`src/rtl/lcs_cfg.svh`:
```
// loop check supervisor: offsets, pass threshold, reset values, timing counts
// assumes a 100 MHz core clock and a four-channel detector
//
// Summary of operation
// - a channel's loop check runs only while its interval setting is 1 to 255 minutes.
// - an interval of zero switches the check off and no check test is made.
// - when the interval runs out the check loop of that channel is shorted to simulate a vehicle.
// - a change at or above the pass threshold is a pass, shown as the pass screen on the selected channel.
// - a change below threshold starts verification with a flashing pending screen for at most 55 s.
// - a failed verification flashes the channel's indicator at three flashes per second.
// - the selected failed channel alternates two fail screens with equal on and off times.
// - a check failure forces the channel's detection output to call and its health flag to fail.
// - a check failure drops every primary vital output the channel's detection or health is mapped to.
// - a check failure drops the auxiliary vital output when the channel's health is mapped to it.
// - a latched failure clears on a zero interval, on power-up, or on a reset of that channel.
// - clearing does not hide the fault: the next scheduled check fails again on a bad loop.
// - no check test runs while the loop has an open, shorted or large relative change failure.
// - every enabled channel without a loop failure is checked two seconds after its interval is set from zero or after a reset of that channel.
`ifndef LCS_CFG_SVH
`define LCS_CFG_SVH
`define LCS_CH_N 4
`define LCS_CLK_MHZ 100
`define LCS_TICK_MS 10
`define LCS_TICK_CYC (`LCS_TICK_MS * 1000 * `LCS_CLK_MHZ)
`define LCS_SEC_TICKS (1000 / `LCS_TICK_MS)
`define LCS_FLASH_HZ 3
`define LCS_FLASH_TICKS (1000 / (2 * `LCS_FLASH_HZ * `LCS_TICK_MS))
`define LCS_ALT_MS 500
`define LCS_ALT_TICKS (`LCS_ALT_MS / `LCS_TICK_MS)
`define LCS_VERIFY_S 55
`define LCS_VERIFY_TICKS (`LCS_VERIFY_S * `LCS_SEC_TICKS)
`define LCS_BOOT_S 2
`define LCS_BOOT_TICKS (`LCS_BOOT_S * `LCS_SEC_TICKS)
`define LCS_MIN_S 14'd60
`define LCS_PASS_THRESH 16'h0028
`define LCS_A_IVAL 8'h00
`define LCS_A_DISP 8'h04
`define LCS_A_STAT 8'h08
`define LCS_A_IRQ 8'h0c
`define LCS_A_MASK 8'h10
`define LCS_A_MAP 8'h14
`define LCS_A_CRST 8'h18
`define LCS_IVAL_RST 32'h00000000
`define LCS_MAP_RST 12'h000
`endif

```
`src/rtl/lcs_pkg.sv`:
```
// loop check supervisor types
// assumes lcs_cfg.svh on the include path
`include "lcs_cfg.svh"
package lcs_pkg;
   typedef enum logic [5:0] {
      LCS_OFF = 6'h01, LCS_BOOT = 6'h02, LCS_WAIT = 6'h04,
      LCS_MEAS = 6'h08, LCS_VER = 6'h10, LCS_FAIL = 6'h20
   } lcs_st_type;
   typedef enum logic [2:0] {
      LCS_SCR_NONE = 3'h0, LCS_SCR_PASS = 3'h1, LCS_SCR_PEND = 3'h2,
      LCS_SCR_FAIL_L = 3'h3, LCS_SCR_FAIL_LC = 3'h4
   } lcs_scr_type;
endpackage : lcs_pkg

```
`src/rtl/lcs_time_if.sv`:
```
// slow timebase carrier between the timebase and the supervisor core
// assumes a single core clock domain
`timescale 1ns/1ps
interface lcs_time_if;
   logic tick;
   logic tick_sec;
   logic ph_flash;
   logic ph_alt;
   modport src (output tick, output tick_sec, output ph_flash, output ph_alt);
   modport snk (input tick, input tick_sec, input ph_flash, input ph_alt);
endinterface : lcs_time_if

```
`src/rtl/lcs_timebase.sv`:
```
// slow tick, seconds tick and flash phases for the supervisor
// assumes core_clk at the configured rate, synchronous reset
`timescale 1ns/1ps
module lcs_timebase import lcs_pkg::*; #(
   parameter int unsigned TICK_CYC = `LCS_TICK_CYC
) (
   input wire logic core_clk,
   input wire logic rst,
   lcs_time_if.src tb
);
   typedef struct packed {
      logic [31:0] div;
      logic [7:0] sec;
      logic [7:0] fl;
      logic [7:0] alt;
      logic tick;
      logic tsec;
      logic phf;
      logic pha;
   } lcs_tb_type;
   lcs_tb_type s_q, s_d;

   always_comb begin
      s_d = s_q;
      s_d.tick = 1'b0;
      s_d.tsec = 1'b0;
      if (s_q.div == TICK_CYC - 1) begin
         s_d.div = 32'h0;
         s_d.tick = 1'b1;
         s_d.sec = (s_q.sec == 8'(`LCS_SEC_TICKS - 1)) ? 8'h00 : s_q.sec + 8'h01;
         s_d.tsec = (s_q.sec == 8'(`LCS_SEC_TICKS - 1));
         // 3 Hz half period rounds down, so the flash runs a touch fast
         if (s_q.fl == 8'(`LCS_FLASH_TICKS - 1)) begin
            s_d.fl = 8'h00;
            s_d.phf = ~s_q.phf;
         end else begin
            s_d.fl = s_q.fl + 8'h01;
         end
         if (s_q.alt == 8'(`LCS_ALT_TICKS - 1)) begin
            s_d.alt = 8'h00;
            s_d.pha = ~s_q.pha;
         end else begin
            s_d.alt = s_q.alt + 8'h01;
         end
      end else begin
         s_d.div = s_q.div + 32'h1;
      end
   end

   always_ff @(posedge core_clk) begin
      if (rst) begin
         s_q <= '0;
      end else begin
         s_q <= s_d;
      end
   end

   assign tb.tick = s_q.tick;
   assign tb.tick_sec = s_q.tsec;
   assign tb.ph_flash = s_q.phf;
   assign tb.ph_alt = s_q.pha;
endmodule : lcs_timebase

```
`src/rtl/lcs_vital_map.sv`:
```
// vital output gating from per-channel failures and mapping masks
// assumes masks and failures are next-state values; the caller registers the outputs
`timescale 1ns/1ps
module lcs_vital_map import lcs_pkg::*; (
   input wire logic [`LCS_CH_N-1:0] fail,
   input wire logic [`LCS_CH_N-1:0] det_map,
   input wire logic [`LCS_CH_N-1:0] hlth_map,
   input wire logic [`LCS_CH_N-1:0] aux_map,
   input wire logic pri_in,
   input wire logic aux_in,
   output logic pri_out,
   output logic aux_out
);
   always_comb begin
      pri_out = pri_in & ~|(fail & (det_map | hlth_map));
      aux_out = aux_in & ~|(fail & aux_map);
   end
endmodule : lcs_vital_map

```
`src/rtl/lcs_top.sv`:
```
// loop check supervisor: per-channel check scheduling, verification, failure latch
// assumes the front end reports one measurement per valid pulse while the check loop is shorted
`timescale 1ns/1ps
module lcs_top import lcs_pkg::*; #(
   parameter int unsigned TICK_CYC = `LCS_TICK_CYC
) (
   input wire logic core_clk,
   input wire logic rst,
   input wire logic [7:0] reg_addr,
   input wire logic [31:0] reg_wdata,
   input wire logic reg_wr,
   input wire logic reg_rd,
   output logic [31:0] reg_rdata,
   input wire logic [`LCS_CH_N-1:0] loop_fault,
   input wire logic [`LCS_CH_N-1:0] meas_valid,
   input wire logic [`LCS_CH_N*16-1:0] meas_mag,
   input wire logic [`LCS_CH_N-1:0] det_call_in,
   input wire logic vital_pri_in,
   input wire logic vital_aux_in,
   output logic [`LCS_CH_N-1:0] check_short,
   output logic [`LCS_CH_N-1:0] det_call,
   output logic [`LCS_CH_N-1:0] health_ok,
   output logic [`LCS_CH_N-1:0] chan_led,
   output logic vital_pri,
   output logic vital_aux,
   output lcs_scr_type disp_screen,
   output logic irq
);
   localparam int CN = `LCS_CH_N;

   typedef struct packed {
      lcs_st_type [CN-1:0] st;
      logic [CN-1:0][13:0] cnt;
      logic [CN-1:0][7:0] ival;
      logic [CN-1:0] passed;
      logic [1:0] sel;
      logic [CN-1:0] det_map;
      logic [CN-1:0] hlth_map;
      logic [CN-1:0] aux_map;
      logic [2*CN-1:0] stat;
      logic [2*CN-1:0] mask;
      logic [31:0] rdata;
      logic [CN-1:0] short;
      logic [CN-1:0] call;
      logic [CN-1:0] hok;
      logic [CN-1:0] led;
      logic vpri;
      logic vaux;
      lcs_scr_type scr;
      logic irq;
   } lcs_state_type;

   lcs_state_type s_q, s_d;
   lcs_time_if tb ();
   logic [CN-1:0] fail_d;
   logic [CN-1:0] crst;
   logic pri_ok, aux_ok;

   lcs_timebase #(.TICK_CYC(TICK_CYC)) u_tb (
      .core_clk(core_clk),
      .rst(rst),
      .tb(tb.src)
   );

   lcs_vital_map u_map (
      .fail(fail_d),
      .det_map(s_d.det_map),
      .hlth_map(s_d.hlth_map),
      .aux_map(s_d.aux_map),
      .pri_in(vital_pri_in),
      .aux_in(vital_aux_in),
      .pri_out(pri_ok),
      .aux_out(aux_ok)
   );

   always_comb begin
      lcs_state_type n;
      logic [15:0] mag;
      logic go;
      logic [2*CN-1:0] ev;
      logic [13:0] reload;
      n = s_q;
      mag = 16'h0;
      go = 1'b0;
      ev = '0;
      reload = 14'h0;
      crst = '0;
      // register writes
      if (reg_wr) begin
         if (reg_addr == `LCS_A_IVAL) begin
            n.ival = reg_wdata[8*CN-1:0];
         end else if (reg_addr == `LCS_A_DISP) begin
            n.sel = reg_wdata[1:0];
         end else if (reg_addr == `LCS_A_MASK) begin
            n.mask = reg_wdata[2*CN-1:0];
         end else if (reg_addr == `LCS_A_MAP) begin
            n.det_map = reg_wdata[CN-1:0];
            n.hlth_map = reg_wdata[2*CN-1:CN];
            n.aux_map = reg_wdata[3*CN-1:2*CN];
         end else if (reg_addr == `LCS_A_CRST) begin
            crst = reg_wdata[CN-1:0];
         end
      end
      // channel sequencers
      for (int i = 0; i < CN; i++) begin
         mag = meas_mag[16*i +: 16];
         reload = 14'(s_q.ival[i] * `LCS_MIN_S);
         unique case (s_q.st[i])
            LCS_OFF: begin
               if (s_q.ival[i] != 8'h00) begin
                  n.st[i] = LCS_BOOT;
                  n.cnt[i] = 14'(`LCS_BOOT_TICKS);
               end
            end
            LCS_BOOT, LCS_WAIT: begin
               go = 1'b0;
               if (s_q.st[i] == LCS_BOOT && tb.tick) begin
                  go = (s_q.cnt[i] == 14'h0);
                  n.cnt[i] = go ? 14'h0 : s_q.cnt[i] - 14'h1;
               end else if (s_q.st[i] == LCS_WAIT && tb.tick_sec) begin
                  go = (s_q.cnt[i] <= 14'h1);
                  n.cnt[i] = go ? 14'h0 : s_q.cnt[i] - 14'h1;
               end
               if (go && loop_fault[i]) begin
                  n.st[i] = LCS_WAIT;
                  n.cnt[i] = reload;
               end else if (go) begin
                  n.st[i] = LCS_MEAS;
                  n.passed[i] = 1'b0;
               end
            end
            LCS_MEAS, LCS_VER: begin
               if (loop_fault[i]) begin
                  n.st[i] = LCS_WAIT;
                  n.cnt[i] = reload;
               end else if (meas_valid[i] && mag >= `LCS_PASS_THRESH) begin
                  n.st[i] = LCS_WAIT;
                  n.cnt[i] = reload;
                  n.passed[i] = 1'b1;
                  ev[i] = 1'b1;
               end else if (s_q.st[i] == LCS_MEAS) begin
                  if (meas_valid[i]) begin
                     n.st[i] = LCS_VER;
                     n.cnt[i] = 14'(`LCS_VERIFY_TICKS);
                  end
               end else if (tb.tick) begin
                  if (s_q.cnt[i] <= 14'h1) begin
                     n.st[i] = LCS_FAIL;
                     n.cnt[i] = reload;
                     ev[CN+i] = 1'b1;
                  end else begin
                     n.cnt[i] = s_q.cnt[i] - 14'h1;
                  end
               end
            end
            default: begin
               n.st[i] = LCS_FAIL;
            end
         endcase
         // a zero interval or a channel reset overrides the sequence
         if (n.ival[i] == 8'h00) begin
            n.st[i] = LCS_OFF;
            n.passed[i] = 1'b0;
         end else if (crst[i]) begin
            n.st[i] = LCS_BOOT;
            n.cnt[i] = 14'(`LCS_BOOT_TICKS);
            n.passed[i] = 1'b0;
         end
         fail_d[i] = (n.st[i] == LCS_FAIL);
         n.short[i] = (n.st[i] == LCS_MEAS) || (n.st[i] == LCS_VER);
         n.call[i] = det_call_in[i] | fail_d[i];
         n.hok[i] = ~fail_d[i];
         n.led[i] = fail_d[i] ? tb.ph_flash : det_call_in[i];
      end
      // hardware set wins over a write-one clear
      if (reg_wr && reg_addr == `LCS_A_IRQ) begin
         n.stat = s_q.stat & ~reg_wdata[2*CN-1:0];
      end
      n.stat = n.stat | ev;
      n.irq = |(n.stat & n.mask);
      // display for the selected channel
      if (n.st[n.sel] == LCS_FAIL) begin
         n.scr = tb.ph_alt ? LCS_SCR_FAIL_LC : LCS_SCR_FAIL_L;
      end else if (n.st[n.sel] == LCS_VER) begin
         n.scr = tb.ph_alt ? LCS_SCR_PEND : LCS_SCR_NONE;
      end else if (n.passed[n.sel]) begin
         n.scr = LCS_SCR_PASS;
      end else begin
         n.scr = LCS_SCR_NONE;
      end
      // read data stands only in the cycle after the strobe
      n.rdata = 32'h0;
      if (reg_rd) begin
         if (reg_addr == `LCS_A_IVAL) begin
            n.rdata[8*CN-1:0] = s_q.ival;
         end else if (reg_addr == `LCS_A_DISP) begin
            n.rdata[1:0] = s_q.sel;
         end else if (reg_addr == `LCS_A_STAT) begin
            for (int i = 0; i < CN; i++) begin
               n.rdata[i] = (s_q.st[i] == LCS_FAIL);
               n.rdata[CN+i] = (s_q.st[i] == LCS_VER);
               n.rdata[2*CN+i] = s_q.short[i];
               n.rdata[3*CN+i] = s_q.passed[i];
            end
         end else if (reg_addr == `LCS_A_IRQ) begin
            n.rdata[2*CN-1:0] = s_q.stat;
         end else if (reg_addr == `LCS_A_MASK) begin
            n.rdata[2*CN-1:0] = s_q.mask;
         end else if (reg_addr == `LCS_A_MAP) begin
            n.rdata[3*CN-1:0] = {s_q.aux_map, s_q.hlth_map, s_q.det_map};
         end
      end
      s_d = n;
      s_d.vpri = pri_ok;
      s_d.vaux = aux_ok;
   end

   always_ff @(posedge core_clk) begin
      if (rst) begin
         s_q <= '0;
         for (int i = 0; i < CN; i++) begin
            s_q.st[i] <= LCS_OFF;
         end
         s_q.ival <= `LCS_IVAL_RST;
         // the map reset word covers all three masks, laid out as on a read
         {s_q.aux_map, s_q.hlth_map, s_q.det_map} <= `LCS_MAP_RST;
         s_q.hok <= '1;
         s_q.scr <= LCS_SCR_NONE;
      end else begin
         s_q <= s_d;
      end
   end

   assign reg_rdata = s_q.rdata;
   assign check_short = s_q.short;
   assign det_call = s_q.call;
   assign health_ok = s_q.hok;
   assign chan_led = s_q.led;
   assign vital_pri = s_q.vpri;
   assign vital_aux = s_q.vaux;
   assign disp_screen = s_q.scr;
   assign irq = s_q.irq;

   for (genvar g = 0; g < CN; g++) begin : g_chk

   end
endmodule : lcs_top

```
`config.mk`:
```
export PLATFORM = sky130hd
export DESIGN_NAME = lcs_top
export DESIGN_NICKNAME = d
export VERILOG_FILES = /design/src/rtl/lcs_pkg.sv /design/src/rtl/lcs_time_if.sv /design/src/rtl/lcs_timebase.sv /design/src/rtl/lcs_vital_map.sv /design/src/rtl/lcs_top.sv
export VERILOG_INCLUDE_DIRS = /design/src /design/src/rtl
export SDC_FILE = /design/constraint.sdc
export NUM_CORES = 1
export LEC_CHECK = 0
export ABC_AREA = 1
export BUFFER_PORTS_ARGS = -buffer_cell sky130_fd_sc_hd__buf_4
export CAP_MARGIN = 20
export CORE_AREA = 2 2 196 246
export CTS_CLUSTER_SIZE = 20
export DETAILED_ROUTE_END_ITERATION = 8
export DIE_AREA = 0 0 198 248
export HOLD_SLACK_MARGIN = 0.12
export PLACE_DENSITY = 0.66
export SLEW_MARGIN = 20
export SYNTH_ARGS = -nofsm -noshare
export SYNTH_HDL_FRONTEND = slang
export SYNTH_SLANG_ARGS = --single-unit
```
`constraint.sdc`:
```
create_clock -name core_clk -period 4.8 [get_ports core_clk]
set_input_delay 0.48 -clock core_clk [delete_from_list [all_inputs] [get_ports core_clk]]
set_output_delay 0.48 -clock core_clk [all_outputs]
set_load 0.005 [all_outputs]
```
==> results.md <==
- Outcome: completed
- Layout cells sized above 1: 10.5%
- Delay of the slowest critical-path stage: 0.51 ns
- Die height: 248 um
- Die Wd: 198 um
- DR WL/cell: 18.0 um
- Hold/Removal Path Class: in -> reg
- Vias in the first global route: 20700
- Clock latency on the worst-skew pair: 0.60 ns
- Worst Path Max Fanout: 7
- Worst path bufs/invs: 3
- Switching portion of total power: 25.5%
- FMAX: 0.281 GHz
- Area Growth Syn to Fin: 11.8%
- First-pass GRT wire length: 109000 um
- Post-synth cell types: 61
- Final Cycle Share: 74.1%
- Root buf cell: clkbuf_16
- Internal Power: 3.66 mW
- TritonRoute pass-1 iters: 6
- Initial antenna violation count: 1
- Row count: 89
- Sw Pwr: 1.25 mW
- Placer Congestion: 0.972
- GRT Util Overall: 28.1%
- Sequential share of power: 44.3%
- Synth Area per Inst: 6.52 um2
- CTS sink count: 260
- Antenna-violating nets left: 0
- Synth area leader: dfxtp_1
- Sequential area share after synthesis: 25.1%
- Finished Core Util: 49.4%
- Clk network pwr share: 48.6%
- Critical Path RT: 5.28 ns
- CTS Buf Count: 29
- CP Launch Type: flip-flop
- Final setup fails: 0
- Mapped Nets: 3443
- Netlist area before placement: 20700 um2
- Top cell type's share of synthesized area: 25.1%
- Cts repair resizes: 0
- Clock H-tree levels: 1
- P_leak: 10.4 nW
- Largest net degree at the start of global routing: 56
- Total Die Area: 49100 um2
- Synth warn: 0
- #FFs+latches synth: 260
- Logic gate share of total power: 7.1%
- Worst vdd ir: 0.260 mV
- Pwr Density: 212 nW/um2
- Worst-path clk slew: 0.06 ns
- Critical Path AT: 4.03 ns
- Initial DRC Count: 2053
- TNS Setup: 0 ns
- Tmin final: 3.56 ns
- # Post-CTS Setup Buffers: 0
- Placeable Area: 46900 um2
- Main flop type after synthesis: dfxtp_1
- I/O pin count: 176
- DR vias: 22000
- Syn Inst Count: 3180
- Synth async-reset ratio: 0%
- Setup Skew: 0.0267 ns
- RSZ-0062 raised after global routing: false
- CP most frequent cell: nand2_1
- Crit path max-delay family: adder cells
- Clk buf depth: 3
- Fin nets: 3527
- Total gr overflow: 0
- Cell with the most instances after synthesis: nand2_1
- Final hold vios: 0
- CTS tree: done
- WL final: 70400 um
- HPWL Detailed: 52800 um
- Worst Max-Slew Pin Slew: 0.983 ns
- Post-synth EDFFs: 0
- DRC: 0
- Most area-consuming cells after synthesis: dfxtp_1 25%, nand2_1 11%, inv_1 7.8%
- Slowest-stage cell, CP: fa_1
- Drt via density: 5.62
- Port Buffers: 163
- Max Cap Viol: 0
- CP Capture Type: flip-flop
- Crit path kind: reg -> reg
- Slew Limit Fails: 0
- Max-slew headroom: 34.2%
- Crit path cell chain: inv_1, fa_1, fa_1, inv_1, ha_1, nand2_1, inv_1, o21bai_1, nand2_1, a21oi_1, xor2_1, nor2_1, o22ai_1, nand2_1, nand2_1, o21ai_0, nand2_1, a21oi_1
- Leading cell types by count after synthesis: 620 x nand2_1, 432 x inv_1, 382 x nor2_1
- Initial Util: 44.2%
repair_timing:
action                                 in CTS  in global routing
hold buffers                                5                  0
setup endpoints to repair                   0                  0
endpoints found under the hold margin       5                  0
routing by layer:
layer	part of all wire, %	GRT usage, %	vias up	routed length, um
met4	4.7	13.4	0	3330
met2	47	48.4	1013	33000
li1	-	-	10600	-
met3	7.9	3.32	203	5550
met5	0	0	-	0
met1	40	35.0	10200	28500
power groups by stage:
stage | Clock [mW] | Combinational, mW | Sequential [mW]
after floorplan | 0 | 0.191 | 2.22
after global placement | 0 | 0.339 | 2.22
after detailed placement | 0 | 0.342 | 2.22
after CTS | 2.43 | 0.346 | 2.18
after global routing | 2.50 | 0.382 | 2.18
final | 2.38 | 0.351 | 2.18
placed cells by master, fill, tap and decap left out, types with 13 or more instances in the layout:
cell         n
nor3b_1     17
nand2_2     20
a31oi_1     27
a211oi_1    13
ha_1        89
inv_1      432
o21ai_1     29
dfxtp_1    259
fa_1        52
nor2_1     382
xnor2_1     13
nor3_1      52
nand3_1    173
nand4_1     51
o22ai_1     25
nor2_2      25
clkbuf_16   29
nand2_1    620
a21oi_1    221
o21ai_0    251
nor4_1      13
buf_4      181
o211ai_1    59
xor2_1      71
inv_2       25
through the flow:
step | instances | cell area (um2) | setup slack, ns | total power, mW | hold slack, ns
after detailed placement | 3865 | 22100 | 1.26 | 2.57 | 0.441
after global routing | 3922 | 23200 | 0.927 | 5.06 | 0.141
after floorplan | 3180 | 20700 | 1.72 | 2.41 | 0.413
final | 3922 | 23200 | 1.24 | 4.91 | 0.138
after global placement | 3865 | 22100 | 1.29 | 2.56 | 0.424
after CTS | 3921 | 23200 | 1.25 | 4.95 | 0.123
cell families (layout without fill, tap and decap cells):
| family | count (synthesis) | count (layout) | share of synthesized area [%] |
|---|---|---|---|
| adders and majority gates | 141 | 141 | 10.4 |
| buffers and inverters | 594 | 698 | 12.0 |
| DFF | 260 | 260 | 25.1 |
| AOI/OAI and AO/OA | 700 | 700 | 19.3 |
| and+or+nand+nor | 1401 | 1401 | 29.7 |
| other | 0 | 1 | 0 |
| xor gates and xnor gates | 84 | 84 | 3.55 |
layout make-up:
class,count,area (um2)
repair buffers,186,1410
inverters,461,1730
multi-input cells,2326,13000
clock buffers,35,768
diodes,1,2.50
fillers,4785,23700
flip-flops and latches,260,5210
clock inverters,16,216
well taps,637,797
state kept, by name, indices dropped and copies added (netlist names):
signal	flops
vital_aux	1
check_short	4
irq	1
u_tb.s_q	56
vital_pri	1
u_tb.tb.ph_alt	1
disp_screen	3
u_tb.tb.tick	1
det_call	4
chan_led	4
reg_rdata	32
health_ok	4
u_tb.tb.ph_flash	1
u_tb.tb.tick_sec	1
s_q	146
worst register-to-register path, stage by stage, from the launching register on:
cell and delay (ns):
dfxtp_1 0.30, inv_1 0.27, fa_1 0.51, fa_1 0.51
inv_1 0.04, ha_1 0.35, nand2_1 0.09, inv_1 0.05
o21bai_1 0.12, nand2_1 0.08, a21oi_1 0.20, xor2_1 0.40
nor2_1 0.08, o22ai_1 0.13, nand2_1 0.06, nand2_1 0.05
o21ai_0 0.07, nand2_1 0.07, a21oi_1 0.06
final timing paths:
| check | startpoint | end | slack, ns | depth (start not counted) |
|---|---|---|---|---|
| setup / recovery | s_q[107]$_SDFF_PP0_ | s_q[157]$_SDFF_PP0_ | 1.24 | 18 |
| hold / removal | reg_wdata[16] | s_q[104]$_SDFF_PP0_ | 0.14 | 3 |
| setup reg to reg | s_q[107]$_SDFF_PP0_ | s_q[157]$_SDFF_PP0_ | 1.24 | 18 |
| hold reg to reg | u_tb.s_q[28]$_SDFF_PP0_ | u_tb.s_q[28]$_SDFF_PP0_ | 0.44 | 1 |
(Power assumes the default switching activity.)
